### src/rtl/core_irq_defines.vh
// Register indices, field positions, reset values and constants of the core control block
`ifndef CORE_IRQ_DEFINES_VH
`define CORE_IRQ_DEFINES_VH

`define FILE_INDIRECT 8'h00
`define FILE_INDIRECT_B1 8'h80
`define FILE_PC_LOW 8'h02
`define FILE_PC_LOW_B1 8'h82
`define FILE_POINTER 8'h04
`define FILE_POINTER_B1 8'h84
`define FILE_PC_LATCH 8'h0A
`define FILE_PC_LATCH_B1 8'h8A
`define FILE_IRQ_CONTROL 8'h0B
`define FILE_IRQ_CONTROL_B1 8'h8B
`define FILE_PERIPH_FLAG 8'h0C
`define FILE_PERIPH_ENABLE 8'h8C
`define FILE_RESET_CAUSE 8'h8E

`define SEL_RAM 4'h0
`define SEL_INDIRECT 4'h1
`define SEL_PC_LOW 4'h2
`define SEL_POINTER 4'h3
`define SEL_PC_LATCH 4'h4
`define SEL_IRQ_CONTROL 4'h5
`define SEL_PERIPH_FLAG 4'h6
`define SEL_PERIPH_ENABLE 4'h7
`define SEL_RESET_CAUSE 4'h8

`define IC_GLOBAL_EN 7
`define IC_PERIPH_EN 6
`define IC_TIMER_EN 5
`define IC_EXT_EN 4
`define IC_PORT_EN 3
`define IC_TIMER_FLAG 2
`define IC_EXT_FLAG 1
`define IC_PORT_FLAG 0
`define CMP_BIT 6
`define RC_BROWNOUT 0
`define RC_POWER_ON 1
`define RC_WATCHDOG 2
`define RC_MASTER_CLEAR 3

`define IRQ_CONTROL_RESET 8'h00
`define PERIPH_FLAG_RESET 8'h00
`define PERIPH_ENABLE_RESET 8'h00
`define RESET_CAUSE_RESET 8'h00
`define PC_LATCH_RESET 8'h00
`define POINTER_RESET 8'h00
`define PC_RESET 13'h0000
`define IRQ_VECTOR 13'h0004
`define PERIPH_MASK 8'h40
`define RESET_CAUSE_MASK 8'h0F

`endif

### src/rtl/unused_placeholder_none.v
// Intentionally empty design file slot is not used
`timescale 1ns/1ps

### src/rtl/core_irq_pc_stack_indirect.v
// Core control: interrupt registers, reset cause, program counter, return stack, indirect access
//
// The AHB-Lite slave port was left to the implementer.
`timescale 1ns/1ps
`include "core_irq_defines.vh"

//
// Notes on behaviour
// - Flags set on their events regardless of any enable bit.
// - Interrupt control register is read/write, holding all non-comparator enables and flags.
// - Interrupt control at 0BH and 8BH with fixed bit order, global enable on top.
// - Comparator enable sits in the peripheral enable register at 8CH.
// - Comparator flag sits in the peripheral flag register at 0CH.
// - Reset cause register at 8Eh tells power-on, master clear, watchdog, brown-out apart.
// - Brown-out bit undefined after power-on; software sets it, cleared means brown-out.
// - With brown-out detect disabled the brown-out bit has no meaning.
// - Program counter 13 bits; upper five reachable only through the high latch.
// - Writing the low byte loads upper counter bits from latch bits 4..0.
// - Call or jump takes counter top two bits from latch bits 4..3.
// - Every reset clears the program counter.
// - Return stack is 8 by 13 bits; its pointer is invisible to software.
// - Push on subroutine call and on interrupt vectoring.
// - Pop into counter on return, return with literal, return from interrupt.
// - Push and pop leave the high latch untouched.
// - Stack wraps circularly; ninth push overwrites the first.
// - No overflow or underflow indication.
// - Indirect data port accesses the location chosen by the pointer register.
// - Pointer at the indirect port itself: read gives 00h, write does nothing.
// - Effective address is bank bit over pointer; bank bit kept clear.
module core_irq_pc_stack_indirect #(
  parameter STACK_DEPTH = 8,
  parameter STACK_PTR_W = 3,
  parameter PC_W = 13,
  parameter FILE_DEPTH = 256
) (
  input wire hclk,
  input wire hresetn,
  input wire ce,
  input wire hsel,
  input wire [31:0] haddr,
  input wire [1:0] htrans,
  input wire hwrite,
  input wire [2:0] hsize,
  input wire [31:0] hwdata,
  input wire hready,
  output wire hreadyout,
  output wire hresp,
  output reg [31:0] hrdata,
  input wire core_step,
  input wire core_call,
  input wire core_jump,
  input wire core_return,
  input wire core_return_from_irq,
  input wire core_vector,
  input wire [10:0] core_target,
  input wire timer_overflow_evt,
  input wire ext_pin_evt,
  input wire port_change_evt,
  input wire comparator_evt,
  input wire power_on_evt,
  input wire master_clear_evt,
  input wire watchdog_evt,
  input wire brownout_evt,
  input wire brownout_detect_enable,
  output reg [PC_W-1:0] pc,
  output wire irq_request
);

  // Decodes a file index into the register it selects
  function [3:0] file_sel;
    input [7:0] a;
    begin
      case (a)
        `FILE_INDIRECT, `FILE_INDIRECT_B1: file_sel = `SEL_INDIRECT;
        `FILE_PC_LOW, `FILE_PC_LOW_B1: file_sel = `SEL_PC_LOW;
        `FILE_POINTER, `FILE_POINTER_B1: file_sel = `SEL_POINTER;
        `FILE_PC_LATCH, `FILE_PC_LATCH_B1: file_sel = `SEL_PC_LATCH;
        `FILE_IRQ_CONTROL, `FILE_IRQ_CONTROL_B1: file_sel = `SEL_IRQ_CONTROL;
        `FILE_PERIPH_FLAG: file_sel = `SEL_PERIPH_FLAG;
        `FILE_PERIPH_ENABLE: file_sel = `SEL_PERIPH_ENABLE;
        `FILE_RESET_CAUSE: file_sel = `SEL_RESET_CAUSE;
        default: file_sel = `SEL_RAM;
      endcase
    end
  endfunction

  reg [7:0] irq_control;
  reg [7:0] periph_irq_flag;
  reg [7:0] periph_irq_enable;
  reg [7:0] reset_cause;
  reg [7:0] pc_high_latch;
  reg [7:0] pointer_select;
  reg [PC_W-1:0] ret_stack [0:STACK_DEPTH-1];
  reg [STACK_PTR_W-1:0] stack_ptr;
  // Indices that are no register fall through to plain data bytes
  reg [7:0] file_ram [0:FILE_DEPTH-1];

  // Data-phase state of the pipelined bus
  reg dph_act;
  reg dph_write;
  reg [7:0] dph_idx;
  reg rd_done;

  // Reset-cause strobes and the strap come from the reset circuitry, another domain
  reg [4:0] rst_sync1;
  reg [4:0] rst_sync2;
  reg [3:0] rst_prev;

  wire [3:0] rst_level;
  wire [3:0] rst_pulse;
  wire bod_enabled;
  wire any_reset_evt;
  wire accept;
  wire wr_en;
  wire [3:0] bus_sel;
  wire indirect_bank_bit;
  wire [8:0] eff_addr;
  wire [7:0] file_idx;
  wire [3:0] eff_sel;
  wire [7:0] wdata;
  wire [PC_W-1:0] stack_top;

  reg [7:0] rd_val;
  reg [7:0] next_irq_control;
  reg [7:0] next_periph_irq_flag;
  reg [7:0] next_periph_irq_enable;
  reg [7:0] next_reset_cause;
  reg [7:0] next_pc_high_latch;
  reg [7:0] next_pointer_select;
  reg [PC_W-1:0] next_pc;
  reg [STACK_PTR_W-1:0] next_stack_ptr;
  reg push;

  assign rst_level = rst_sync2[3:0];
  assign bod_enabled = rst_sync2[4];
  // Edge detect so a held cause acts only once
  assign rst_pulse = rst_level & ~rst_prev;
  assign any_reset_evt = |rst_pulse;

  // SEQ and NONSEQ both start a transfer; hsize is not checked
  assign accept = hsel & htrans[1] & hready;
  assign wr_en = ce & dph_act & dph_write & hready;
  // Reads take one wait state so hrdata can come from a flop
  // Stalls while ce is low, else an address phase would be lost
  assign hreadyout = ce & (~dph_act | dph_write | rd_done);
  // No error responses: every index maps to a register or a data byte
  assign hresp = 1'b0;

  assign bus_sel = file_sel(dph_idx);
  assign indirect_bank_bit = 1'b0;
  assign eff_addr = (bus_sel == `SEL_INDIRECT) ? {indirect_bank_bit, pointer_select} : {1'b0, dph_idx};
  assign file_idx = eff_addr[7:0];
  // Decoded again after redirection through the pointer
  assign eff_sel = file_sel(file_idx);
  // Registers are a byte wide; upper write lanes are dropped
  assign wdata = hwdata[7:0];
  // Empty-stack pop wraps to the top slot without notice
  assign stack_top = ret_stack[stack_ptr - 1'b1];

  // Level request; the core decides when to vector
  // interrupt gating
  assign irq_request = irq_control[`IC_GLOBAL_EN] &
    ((irq_control[`IC_TIMER_EN] & irq_control[`IC_TIMER_FLAG]) |
     (irq_control[`IC_EXT_EN] & irq_control[`IC_EXT_FLAG]) |
     (irq_control[`IC_PORT_EN] & irq_control[`IC_PORT_FLAG]) |
     (irq_control[`IC_PERIPH_EN] & periph_irq_enable[`CMP_BIT] & periph_irq_flag[`CMP_BIT]));

  always @*
  begin
    rd_val = 8'h00;
    case (eff_sel)
      `SEL_INDIRECT: rd_val = 8'h00;
      // only the low byte reads back
      `SEL_PC_LOW: rd_val = pc[7:0];
      `SEL_POINTER: rd_val = pointer_select;
      `SEL_PC_LATCH: rd_val = pc_high_latch;
      `SEL_IRQ_CONTROL: rd_val = irq_control;
      `SEL_PERIPH_FLAG: rd_val = periph_irq_flag;
      `SEL_PERIPH_ENABLE: rd_val = periph_irq_enable;
      `SEL_RESET_CAUSE: rd_val = reset_cause;
      `SEL_RAM: rd_val = file_ram[file_idx];
      default: rd_val = 8'h00;
    endcase
  end

  always @*
  begin
    next_irq_control = irq_control;
    next_periph_irq_flag = periph_irq_flag;
    next_periph_irq_enable = periph_irq_enable;
    next_reset_cause = reset_cause;
    next_pc_high_latch = pc_high_latch;
    next_pointer_select = pointer_select;
    if (wr_en)
    begin
      case (eff_sel)
        `SEL_IRQ_CONTROL: next_irq_control = wdata;
        // flags clear only by a zero write
        `SEL_PERIPH_FLAG: next_periph_irq_flag = wdata & `PERIPH_MASK;
        `SEL_PERIPH_ENABLE: next_periph_irq_enable = wdata & `PERIPH_MASK;
        `SEL_RESET_CAUSE: next_reset_cause = wdata & `RESET_CAUSE_MASK;
        `SEL_PC_LATCH: next_pc_high_latch = wdata;
        `SEL_POINTER: next_pointer_select = wdata;
        default: next_pointer_select = pointer_select;
      endcase
    end
    // Core resets drop the enables; pending port-change flag survives
    if (any_reset_evt)
    begin
      next_irq_control = {7'h00, next_irq_control[`IC_PORT_FLAG]};
      next_periph_irq_enable = `PERIPH_ENABLE_RESET;
    end
    // Vectoring masks further interrupts until the return
    if (core_vector)
      next_irq_control[`IC_GLOBAL_EN] = 1'b0;
    else if (core_return_from_irq)
      next_irq_control[`IC_GLOBAL_EN] = 1'b1;
    // set regardless of enables; set beats a same-cycle clear
    if (timer_overflow_evt)
      next_irq_control[`IC_TIMER_FLAG] = 1'b1;
    if (ext_pin_evt)
      next_irq_control[`IC_EXT_FLAG] = 1'b1;
    if (port_change_evt)
      next_irq_control[`IC_PORT_FLAG] = 1'b1;
    if (comparator_evt)
      next_periph_irq_flag[`CMP_BIT] = 1'b1;
    // Power-on bit reads low after its event; brown-out bit only while detection is on
    // reset cause capture
    if (rst_pulse[0])
      next_reset_cause[`RC_POWER_ON] = 1'b0;
    if (rst_pulse[1])
      next_reset_cause[`RC_MASTER_CLEAR] = 1'b1;
    if (rst_pulse[2])
      next_reset_cause[`RC_WATCHDOG] = 1'b1;
    // brown-out bit only tracks events while detection is on
    if (rst_pulse[3] & bod_enabled)
      next_reset_cause[`RC_BROWNOUT] = 1'b0;
  end

  always @*
  begin
    next_pc = pc;
    next_stack_ptr = stack_ptr;
    push = 1'b0;
    // Priority: reset event, vector, call or jump, return, low-byte write, step
    // any reset clears the counter
    if (any_reset_evt)
      next_pc = `PC_RESET;
    else if (core_vector)
    begin
      push = 1'b1;
      next_pc = `IRQ_VECTOR;
    end
    else if (core_call | core_jump)
    begin
      push = core_call;
      next_pc = {pc_high_latch[4:3], core_target};
    end
    else if (core_return | core_return_from_irq)
    begin
      next_pc = stack_top;
      next_stack_ptr = stack_ptr - 1'b1;
    end
    else if (wr_en & (eff_sel == `SEL_PC_LOW))
      // low-byte write loads upper bits from latch
      next_pc = {pc_high_latch[4:0], wdata};
    else if (core_step)
      next_pc = pc + 1'b1;
    if (push)
      next_stack_ptr = stack_ptr + 1'b1;
  end

  always @(posedge hclk or negedge hresetn)
  begin
    if (!hresetn)
    begin
      rst_sync1 <= 5'h00;
      rst_sync2 <= 5'h00;
      rst_prev <= 4'h0;
    end
    else if (ce)
    begin
      rst_sync1 <= {brownout_detect_enable, brownout_evt, watchdog_evt, master_clear_evt, power_on_evt};
      rst_sync2 <= rst_sync1;
      rst_prev <= rst_level;
    end
  end

  always @(posedge hclk or negedge hresetn)
  begin
    if (!hresetn)
    begin
      dph_act <= 1'b0;
      dph_write <= 1'b0;
      dph_idx <= 8'h00;
      rd_done <= 1'b0;
      hrdata <= 32'h0000_0000;
    end
    else if (ce)
    begin
      if (hready)
      begin
        dph_act <= accept;
        dph_write <= hwrite;
        dph_idx <= haddr[9:2];
        rd_done <= 1'b0;
      end
      else if (dph_act & ~dph_write)
      begin
        rd_done <= 1'b1;
        hrdata <= {24'h000000, rd_val};
      end
    end
  end

  always @(posedge hclk or negedge hresetn)
  begin
    if (!hresetn)
    begin
      irq_control <= `IRQ_CONTROL_RESET;
      periph_irq_flag <= `PERIPH_FLAG_RESET;
      periph_irq_enable <= `PERIPH_ENABLE_RESET;
      reset_cause <= `RESET_CAUSE_RESET;
      pc_high_latch <= `PC_LATCH_RESET;
      pointer_select <= `POINTER_RESET;
      pc <= `PC_RESET;
      stack_ptr <= {STACK_PTR_W{1'b0}};
    end
    else if (ce)
    begin
      irq_control <= next_irq_control;
      periph_irq_flag <= next_periph_irq_flag;
      periph_irq_enable <= next_periph_irq_enable;
      reset_cause <= next_reset_cause;
      // latch only changes by software write
      pc_high_latch <= next_pc_high_latch;
      pointer_select <= next_pointer_select;
      pc <= next_pc;
      stack_ptr <= next_stack_ptr;
    end
  end

  // Storage arrays carry no reset; contents are undefined at power-up
  always @(posedge hclk)
  begin
    if (ce)
    begin
      if (push)
        ret_stack[stack_ptr] <= pc;
      // self-pointing writes are dropped since eff_sel is never RAM then
      if (wr_en & (eff_sel == `SEL_RAM))
        file_ram[file_idx] <= wdata;
    end
  end

endmodule // core_irq_pc_stack_indirect

### config.mk
export PLATFORM = sky130hd
export DESIGN_NAME = core_irq_pc_stack_indirect
export DESIGN_NICKNAME = d
export VERILOG_FILES = /design/src/rtl/unused_placeholder_none.v /design/src/rtl/core_irq_pc_stack_indirect.v
export VERILOG_INCLUDE_DIRS = /design/src /design/src/rtl
export SDC_FILE = /design/constraint.sdc
export NUM_CORES = 2
export LEC_CHECK = 0
export BUFFER_PORTS_ARGS = -buffer_cell sky130_fd_sc_hd__buf_2
export CORE_AREA = 2 2 488 490
export CTS_CLUSTER_DIAMETER = 40
export CTS_CLUSTER_SIZE = 24
export DETAILED_ROUTE_END_ITERATION = 7
export DIE_AREA = 0 0 490 492
export MAX_ROUTING_LAYER = met4
export PLACE_DENSITY = 0.5
export REMOVE_ABC_BUFFERS = 1
export SKIP_LAST_GASP = 1
export SLEW_MARGIN = 40
export SYNTH_ARGS = -nofsm -noshare
export SYNTH_HDL_FRONTEND = slang
export SYNTH_SLANG_ARGS = --single-unit
export TNS_END_PERCENT = 10
### constraint.sdc
create_clock -name hclk -period 3.4 [get_ports hclk]
set_input_delay 0.68 -clock hclk [delete_from_list [all_inputs] [get_ports hclk]]
set_output_delay 0.68 -clock hclk [all_outputs]
set_load 0.02 [all_outputs]
== Yosys cells after proc, flatten, opt, wreduce, memory -nomap -nowiden ==
Memories as Yosys holds them, arrays and structs flattened.
Index checks and enable logic that the tools add are counted.

* Flip-flop bits (word level): 86
* Bits in latches: 0
* Memory bits (writable): 2152
* Bits in read-only memories: 0
* Bits of input ports: 101
* Output and inout port bits: 48
* Word-level logic and storage cells: 190
* Memories: 2

{| class="wikitable"
|+ Memory list
! memory !! depth !! width !! rd ports !! clocked after memory_dff !! wr ports !! line !! RTL
|-
| file_ram || 256 || 8 || 1 || 0 || 1 || core_irq_pc_stack_indirect.v:96 || <nowiki>reg [7:0] file_ram [0:FILE_DEPTH-1];</nowiki>
|-
| ret_stack || 8 || 13 || 1 || 0 || 1 || core_irq_pc_stack_indirect.v:93 || <nowiki>reg [PC_W-1:0] ret_stack [0:STACK_DEPTH-1];</nowiki>
|}

* Add/subtract/negate cells: 3
* $mul: 0
* Divide/modulo/power cells: 0
* Magnitude comparators: 0
* Eq/ne operators: 35
* Shift-type cells: 0
* Muxes and demuxes: 46
* Bitwise gates (word level): 28
* Reductions and logical operators: 53

{| class="wikitable"
|+ Operators by type and width
! cell !! count
|-
| == test 8 bit, second input constant || 14
|-
| two-way mux 13 bit || 6
|-
| case mux 4 bit (8 select lines) || 2
|-
| case mux 8 bit (8 select lines) || 1
|-
| two-way mux 8 bit || 7
|-
| == test 8 x 4 -> 1 bit, second input constant || 6
|-
| AND reduction 3 bit || 13
|-
| nonzero test 2 bit || 15
|-
| two-way mux 1 bit || 21
|-
| OR reduction 2 bit || 10
|-
| bitwise AND 1 bit || 16
|-
| == test 4 x 3 -> 1 bit, second input constant || 4
|-
| == test 8 x 2 -> 1 bit, second input constant || 2
|-
| == test 8 x 3 -> 1 bit, second input constant || 2
|-
| logical NOT 8 bit || 2
|-
| two-way mux 3 bit || 5
|-
| two-way mux 7 bit || 2
|-
| adder 13 x 1 -> 13 bit, second input constant || 1
|-
| nonzero test 3 bit || 4
|-
| == test 4 x 2 -> 1 bit, second input constant || 2
|-
| two-way mux 4 bit || 2
|-
| nonzero test 4 bit || 2
|-
| bitwise OR 1 bit || 7
|-
| AND reduction 2 bit || 3
|-
| other kinds (13) || 16
|}

== Logic depth before layout (Yosys ltp) ==
* Depth in word-level cells: 15
* Mapped depth: 14

== Worst setup path before layout ==
OpenSTA, ideal clock, no wires.

* Path type: flip-flop to flip-flop
* From: reg dph_idx[6]
* To: mem file_ram[149][0] (enable)
* Library setup time: 370 ps
* Arrival time: 3134 ps
* Slack: -104 ps
* Stages on the path, launching flop included: 13
* Path buffers: 4
* Period minus slack after synthesis: 3504 ps
* Path through: dfrtp_1 > buf_6 > or3_4 > buf_6 > o311ai_1 > o21ai_0 > a211oi_1 > o21ai_1 > nor2_1 > buf_2 > nand3_1 > buf_2 > nor2_1

* Word-level cells in the longest chain between the ends: 13
* Elaborated cells between the ends (all ways): 45
* Classes of those cells: 25 x eq/ne; 6 x mux; 1 x bitwise; 13 x reduce/logical

{| class="wikitable"
|+ Ends and longest elaborated chain
! what !! line !! RTL
|-
| start, declared || core_irq_pc_stack_indirect.v:101 || <nowiki>reg [7:0] dph_idx;</nowiki>
|-
| start signal, assigned || core_irq_pc_stack_indirect.v:305 || <nowiki>dph_idx <= haddr[9:2];</nowiki>
|-
| == test 8 x 4 -> 1 bit, or another cell as far along || core_irq_pc_stack_indirect.v:73 || <nowiki>case (a)</nowiki>
|-
| OR reduction 2 bit || core_irq_pc_stack_indirect.v:73 ||
|-
| case mux 4 bit (8 select lines) || core_irq_pc_stack_indirect.v:73 ||
|-
| == test 4 x 1 -> 1 bit (no source line) || -- ||
|-
| two-way mux 8 bit * || core_irq_pc_stack_indirect.v:151 || <nowiki>assign eff_addr = (bus_sel == `SEL_INDIRECT) ? {indirect_bank_bit, pointer_select} : {1'b0, dph_idx};</nowiki>
|-
| == test 8 x 4 -> 1 bit, or another cell as far along || core_irq_pc_stack_indirect.v:73 ||
|-
| OR reduction 2 bit || core_irq_pc_stack_indirect.v:73 ||
|-
| case mux 4 bit (8 select lines) || core_irq_pc_stack_indirect.v:73 ||
|-
| logical NOT 4 bit || -- ||
|-
| bitwise AND 1 bit || core_irq_pc_stack_indirect.v:351 || <nowiki>if (wr_en & (eff_sel == `SEL_RAM))</nowiki>
|-
| two-way mux 1 bit || core_irq_pc_stack_indirect.v:351 ||
|-
| two-way mux 1 bit || core_irq_pc_stack_indirect.v:346 || <nowiki>if (ce)</nowiki>
|-
| two-way mux 1 bit (not written as such) || core_irq_pc_stack_indirect.v:352 || <nowiki>file_ram[file_idx] <= wdata;</nowiki>
|-
| end, declared || core_irq_pc_stack_indirect.v:96 ||
|}

Every way passes the cells marked *; elsewhere a longest branch is shown, timed or not.

== Worst setup path after layout ==
* From: reg dph_idx[5]
* To: reg hrdata[4]

* Word-level cells in the longest chain between the ends: 10
* Elaborated cells between the ends (all ways): 50
* Classes of those cells: 32 x eq/ne; 4 x mux; 13 x reduce/logical; 1 x memory

{| class="wikitable"
|+ Ends and longest elaborated chain
! what !! line !! RTL
|-
| == test 8 x 4 -> 1 bit, or another cell as far along || core_irq_pc_stack_indirect.v:73 ||
|-
| OR reduction 2 bit || core_irq_pc_stack_indirect.v:73 ||
|-
| case mux 4 bit (8 select lines) || core_irq_pc_stack_indirect.v:73 ||
|-
| == test 4 x 1 -> 1 bit (no source line) || -- ||
|-
| two-way mux 8 bit * || core_irq_pc_stack_indirect.v:151 ||
|-
| parallel branches: the longest is 4 deep, another holds memory (256 x 8 bit) || -- ||
|-
| case mux 8 bit (8 select lines) * || core_irq_pc_stack_indirect.v:171 || <nowiki>case (eff_sel)</nowiki>
|-
| end signal, assigned || core_irq_pc_stack_indirect.v:311 || <nowiki>hrdata <= {24'h000000, rd_val};</nowiki>
|-
| end, declared || core_irq_pc_stack_indirect.v:48 || <nowiki>output reg [31:0] hrdata,</nowiki>
|}

Mark *: on every way between the ends.
A chain may end at the register's enable or synchronous reset.

==> flow_summary.json <==
{
  "gp_congestion": 0.919,
  "cp.required_ps": 4210,
  "grt_max_degree": 156,
  "synth_cells": 5170,
  "rsz0062_at_grt": "yes",
  "synthArstFlopShare": 0.0354,
  "worstHoldEndpoint": "pc[3]",
  "htree_num_levels": 5,
  "core_sq_um": 236000,
  "worst_slew_pin_slew_ps": 875,
  "grt_pass1_wl_um": 417000,
  "drive_gt1_frac": 0.311,
  "synth_edf_count": 2152,
  "clkLatencyLatePin_ps": 970,
  "port-buffer-count": 71,
  "cellLeakagePower_nw": 37.7,
  "ys_types": 75,
  "drt_iter0_markers": 6528,
  "finalPower_mw": 77.7,
  "finalSetupViolations": 261,
  "rr_startpoint": "dph_idx[5]",
  "drc": 0,
  "synth_area_sq_um": 84400,
  "grt-ovfl-total": 0,
  "die-width_um": 490,
  "worstHoldStart": "core_target[3]",
  "slew_headroom": 0.417,
  "max_cap_violations": 0,
  "wl_per_cell_um": 30.0,
  "endpoint_kind": "flip-flop",
  "vias": 56100,
  "report.final.slew_viol_count": 0,
  "power_density_nw_per_um2": 695,
  "reg2reg_depth": 13,
  "rows": 179,
  "ir_worst_vdd_mv": 0.455,
  "viasPerCell": 5.66,
  "antenna_found_initial": 11,
  "p_clk_frac": 0.456,
  "fin_util": 0.473,
  "routed_wl_um": 298000,
  "fin_nets": 6573,
  "violations": "negative setup slack",
  "hold_class": "in2reg",
  "setup.worst_path.start_class": "flip-flop",
  "clockBufferDepth": 4,
  "die-area_sq_um": 241000,
  "ys_seq_area_frac": 0.789,
  "pwr-share-seq": 0.397,
  "p_int_mw": 56.9,
  "fin_cells": 9919,
  "synth_flop_cell": "edfxtp_1",
  "fp.dieH_um": 492,
  "whs_path_depth": 4,
  "syn_to_final_growth_pct": 32.2,
  "arrival_ps": 4470,
  "postSynthAreaPerCell_sq_um": 16.3,
  "grtUsageTotal": 0.248,
  "p_sw_mw": 20.7,
  "cts.sinks": 2231,
  "status": "complete, but fails checks",
  "fmax_mhz": 273,
  "ant_nets": 0,
  "p_comb_frac": 0.147,
  "critPathKind": "reg2reg",
  "io_pins": 149,
  "cts_tree": "done",
  "clockRootBuffer": "clkbuf_16",
  "reg2reg_to": "hrdata[4]",
  "seq_area_sq_um": 66600,
  "sw_frac_of_total": 0.267,
  "synth-seq-cells": 2231,
  "fill_cells": 20300,
  "dp_cells": 9210,
  "firstDrtPassIters": 8,
  "worst_slack_ps": -266,
  "multiInputGateArea_sq_um": 18200,
  "grt_pass1_vias": 55200,
  "period_share": 1.08,
  "clk_pin_slew_worst_paths_ps": 60,
  "initial_core_util": 0.357,
  "synth-warning-count": 0,
  "hold_viol_final": 0,
  "final.min_clock_period_ps": 3670,
  "timing.reg2reg.setup_slack_ps": -270,
  "detailed_place_hpwl_um": 194000,
  "cts_made_buffers": 357,
  "clock_skew_ps": 75.7,
  "worst-path-max-fanout": 7
}
==> critical path, cell delays in order, from the launching register on <==
cell and delay, ps:
dfrtp_1 370, or3_4 440, o31a_4 430, buf_12 170
buf_4 190, nand2_8 110, buf_12 190, o22ai_1 90
a211o_1 290, a211oi_2 310, buf_4 160, o22ai_1 100
o31a_1 450, o31ai_1 270
==> state kept, by name (all words and copies together) (netlist names) <==
signal             flops
file_ram            2048
ret_stack            104
pc                    13
dph_idx                8
hrdata                 8
irq_control            8
pc_high_latch          8
pointer_select         8
rst_sync1              5
rst_sync2              5
reset_cause            4
rst_prev               4
stack_ptr              3
dph_act                1
dph_write              1
periph_irq_enable      1
periph_irq_flag        1
rd_done                1
==> worst max-delay path by stage <==
stage / startpoint / end / slack [ps] / depth (start not counted)
5_1_grt: dph_idx[4] / hrdata[3] / -300 / 15
6_report: dph_idx[5] / hrdata[4] / -270 / 13
3_3_place_gp: dph_idx[6] / hrdata[0] / -750 / 13
4_1_cts: dph_idx[5] / file_ram[20][4] / -200 / 14
2_1_floorplan: pointer_select[0] / hrdata[5] / -16490 / 8
3_5_place_dp: dph_idx[6] / hrdata[6] / -790 / 11
==> cell families (layout without fill, tap and decap cells) <==
group	after synthesis	count (layout)	share of synthesized area
compound gates	1634	1634	0.135
xor+xnor	15	15	0.00156
fa+ha+maj	3	3	0.000445
buf+inv	399	1849	0.0207
flops	2231	2231	0.789
mux	77	77	0.0135
other cells	1	133	0.0000444
simple gates	810	810	0.0402
==> repair_timing <==
action / 4_1_cts / 5_1_grt
endpoints found under the setup margin: 1894 / 1852
gates resized for setup: 226 / 133
endpoints found under the hold margin: 71 / 0
buffers inserted: 30 / 15
hold buffers: 9 / 0
pin swaps: 41 / 24
gates cloned: 8 / 5
==> routing by layer <==
metal,vias to the layer above,global-route usage,part of all wire
met3,565,0.0394,0.080
met1,29200,0.332,0.42
met5,-,-,0
met2,2554,0.380,0.46
met4,0,0.0930,0.041
li1,23800,-,-
==> power groups by stage <==
| stage | logic [mW] | registers, mW | clock network (mW) |
|---|---|---|---|
| 4_1_cts | 11.2 | 30.8 | 35.8 |
| 5_1_grt | 11.9 | 30.8 | 37.0 |
| 6_report | 11.5 | 30.8 | 35.4 |
| 2_1_floorplan | 4.71 | 31.4 | 0 |
| 3_3_place_gp | 10.6 | 31.4 | 0 |
| 3_5_place_dp | 10.6 | 31.4 | 0 |
==> stage by stage <==
| stage | setup TNS [ps] | hold WS [ps] | area, sq um | setup WS [ps] |
|---|---|---|---|---|
| after floorplan | - | 384 | 83200 | -16490 |
| after global placement | -537850 | 471 | 97400 | -752 |
| after detailed placement | -571830 | 484 | 97500 | -791 |
| after CTS | -108720 | 13.5 | 111000 | -198 |
| after global routing | -80270 | 54.3 | 112000 | -301 |
| final | -9380 | 60.5 | 112000 | -266 |
==> synthesized netlist by cell type, types with 28 or more instances <==
| master | number | area [sq um] |
|---|---|---|
| nand2_1 | 145 | 544 |
| buf_4 | 30 | 225 |
| o221ai_1 | 168 | 1470 |
| a22oi_1 | 130 | 976 |
| buf_1 | 55 | 206 |
| nor2_1 | 496 | 1860 |
| o22ai_1 | 493 | 3080 |
| a221oi_1 | 33 | 289 |
| o31ai_1 | 33 | 248 |
| a21oi_1 | 156 | 781 |
| dfrtp_1 | 79 | 1980 |
| mux2_2 | 38 | 428 |
| a22o_1 | 31 | 272 |
| nand3_1 | 28 | 140 |
| o22a_1 | 160 | 1400 |
| o21ai_0 | 221 | 1110 |
| buf_2 | 90 | 450 |
| nor3_1 | 55 | 275 |
| clkbuf_1 | 211 | 792 |
| edfxtp_1 | 2152 | 64600 |
==> placed cells by master, fill, tap and decap left out, drive strengths merged, types with 38 or more instances in the layout <==
cell | netlist | final
buf | 178 | 1179
inv | 10 | 75
o22a | 160 | 160
mux2 | 38 | 38
edfxtp | 2152 | 2152
nor3 | 57 | 57
o21ai | 242 | 242
a22oi | 130 | 130
clkinvlp | 0 | 38
dfrtp | 79 | 79
clkinv | 0 | 116
clkbuf | 211 | 395
conb | 1 | 129
nand2 | 145 | 145
o221ai | 168 | 168
nor2 | 497 | 497
a21oi | 156 | 156
o22ai | 493 | 493
==> area by class of cell <==
class	instances	area share
clock inverter	250	0.0230
tap	3167	0.0355
clock buffer	388	0.0817
inverter	10	0.000336
timing repair buffer	1201	0.100
sequential	2231	0.596
multi-input combinational	2668	0.163
antenna	4	0.0000896
No activity file was read; power rests on OpenSTA's default activity.
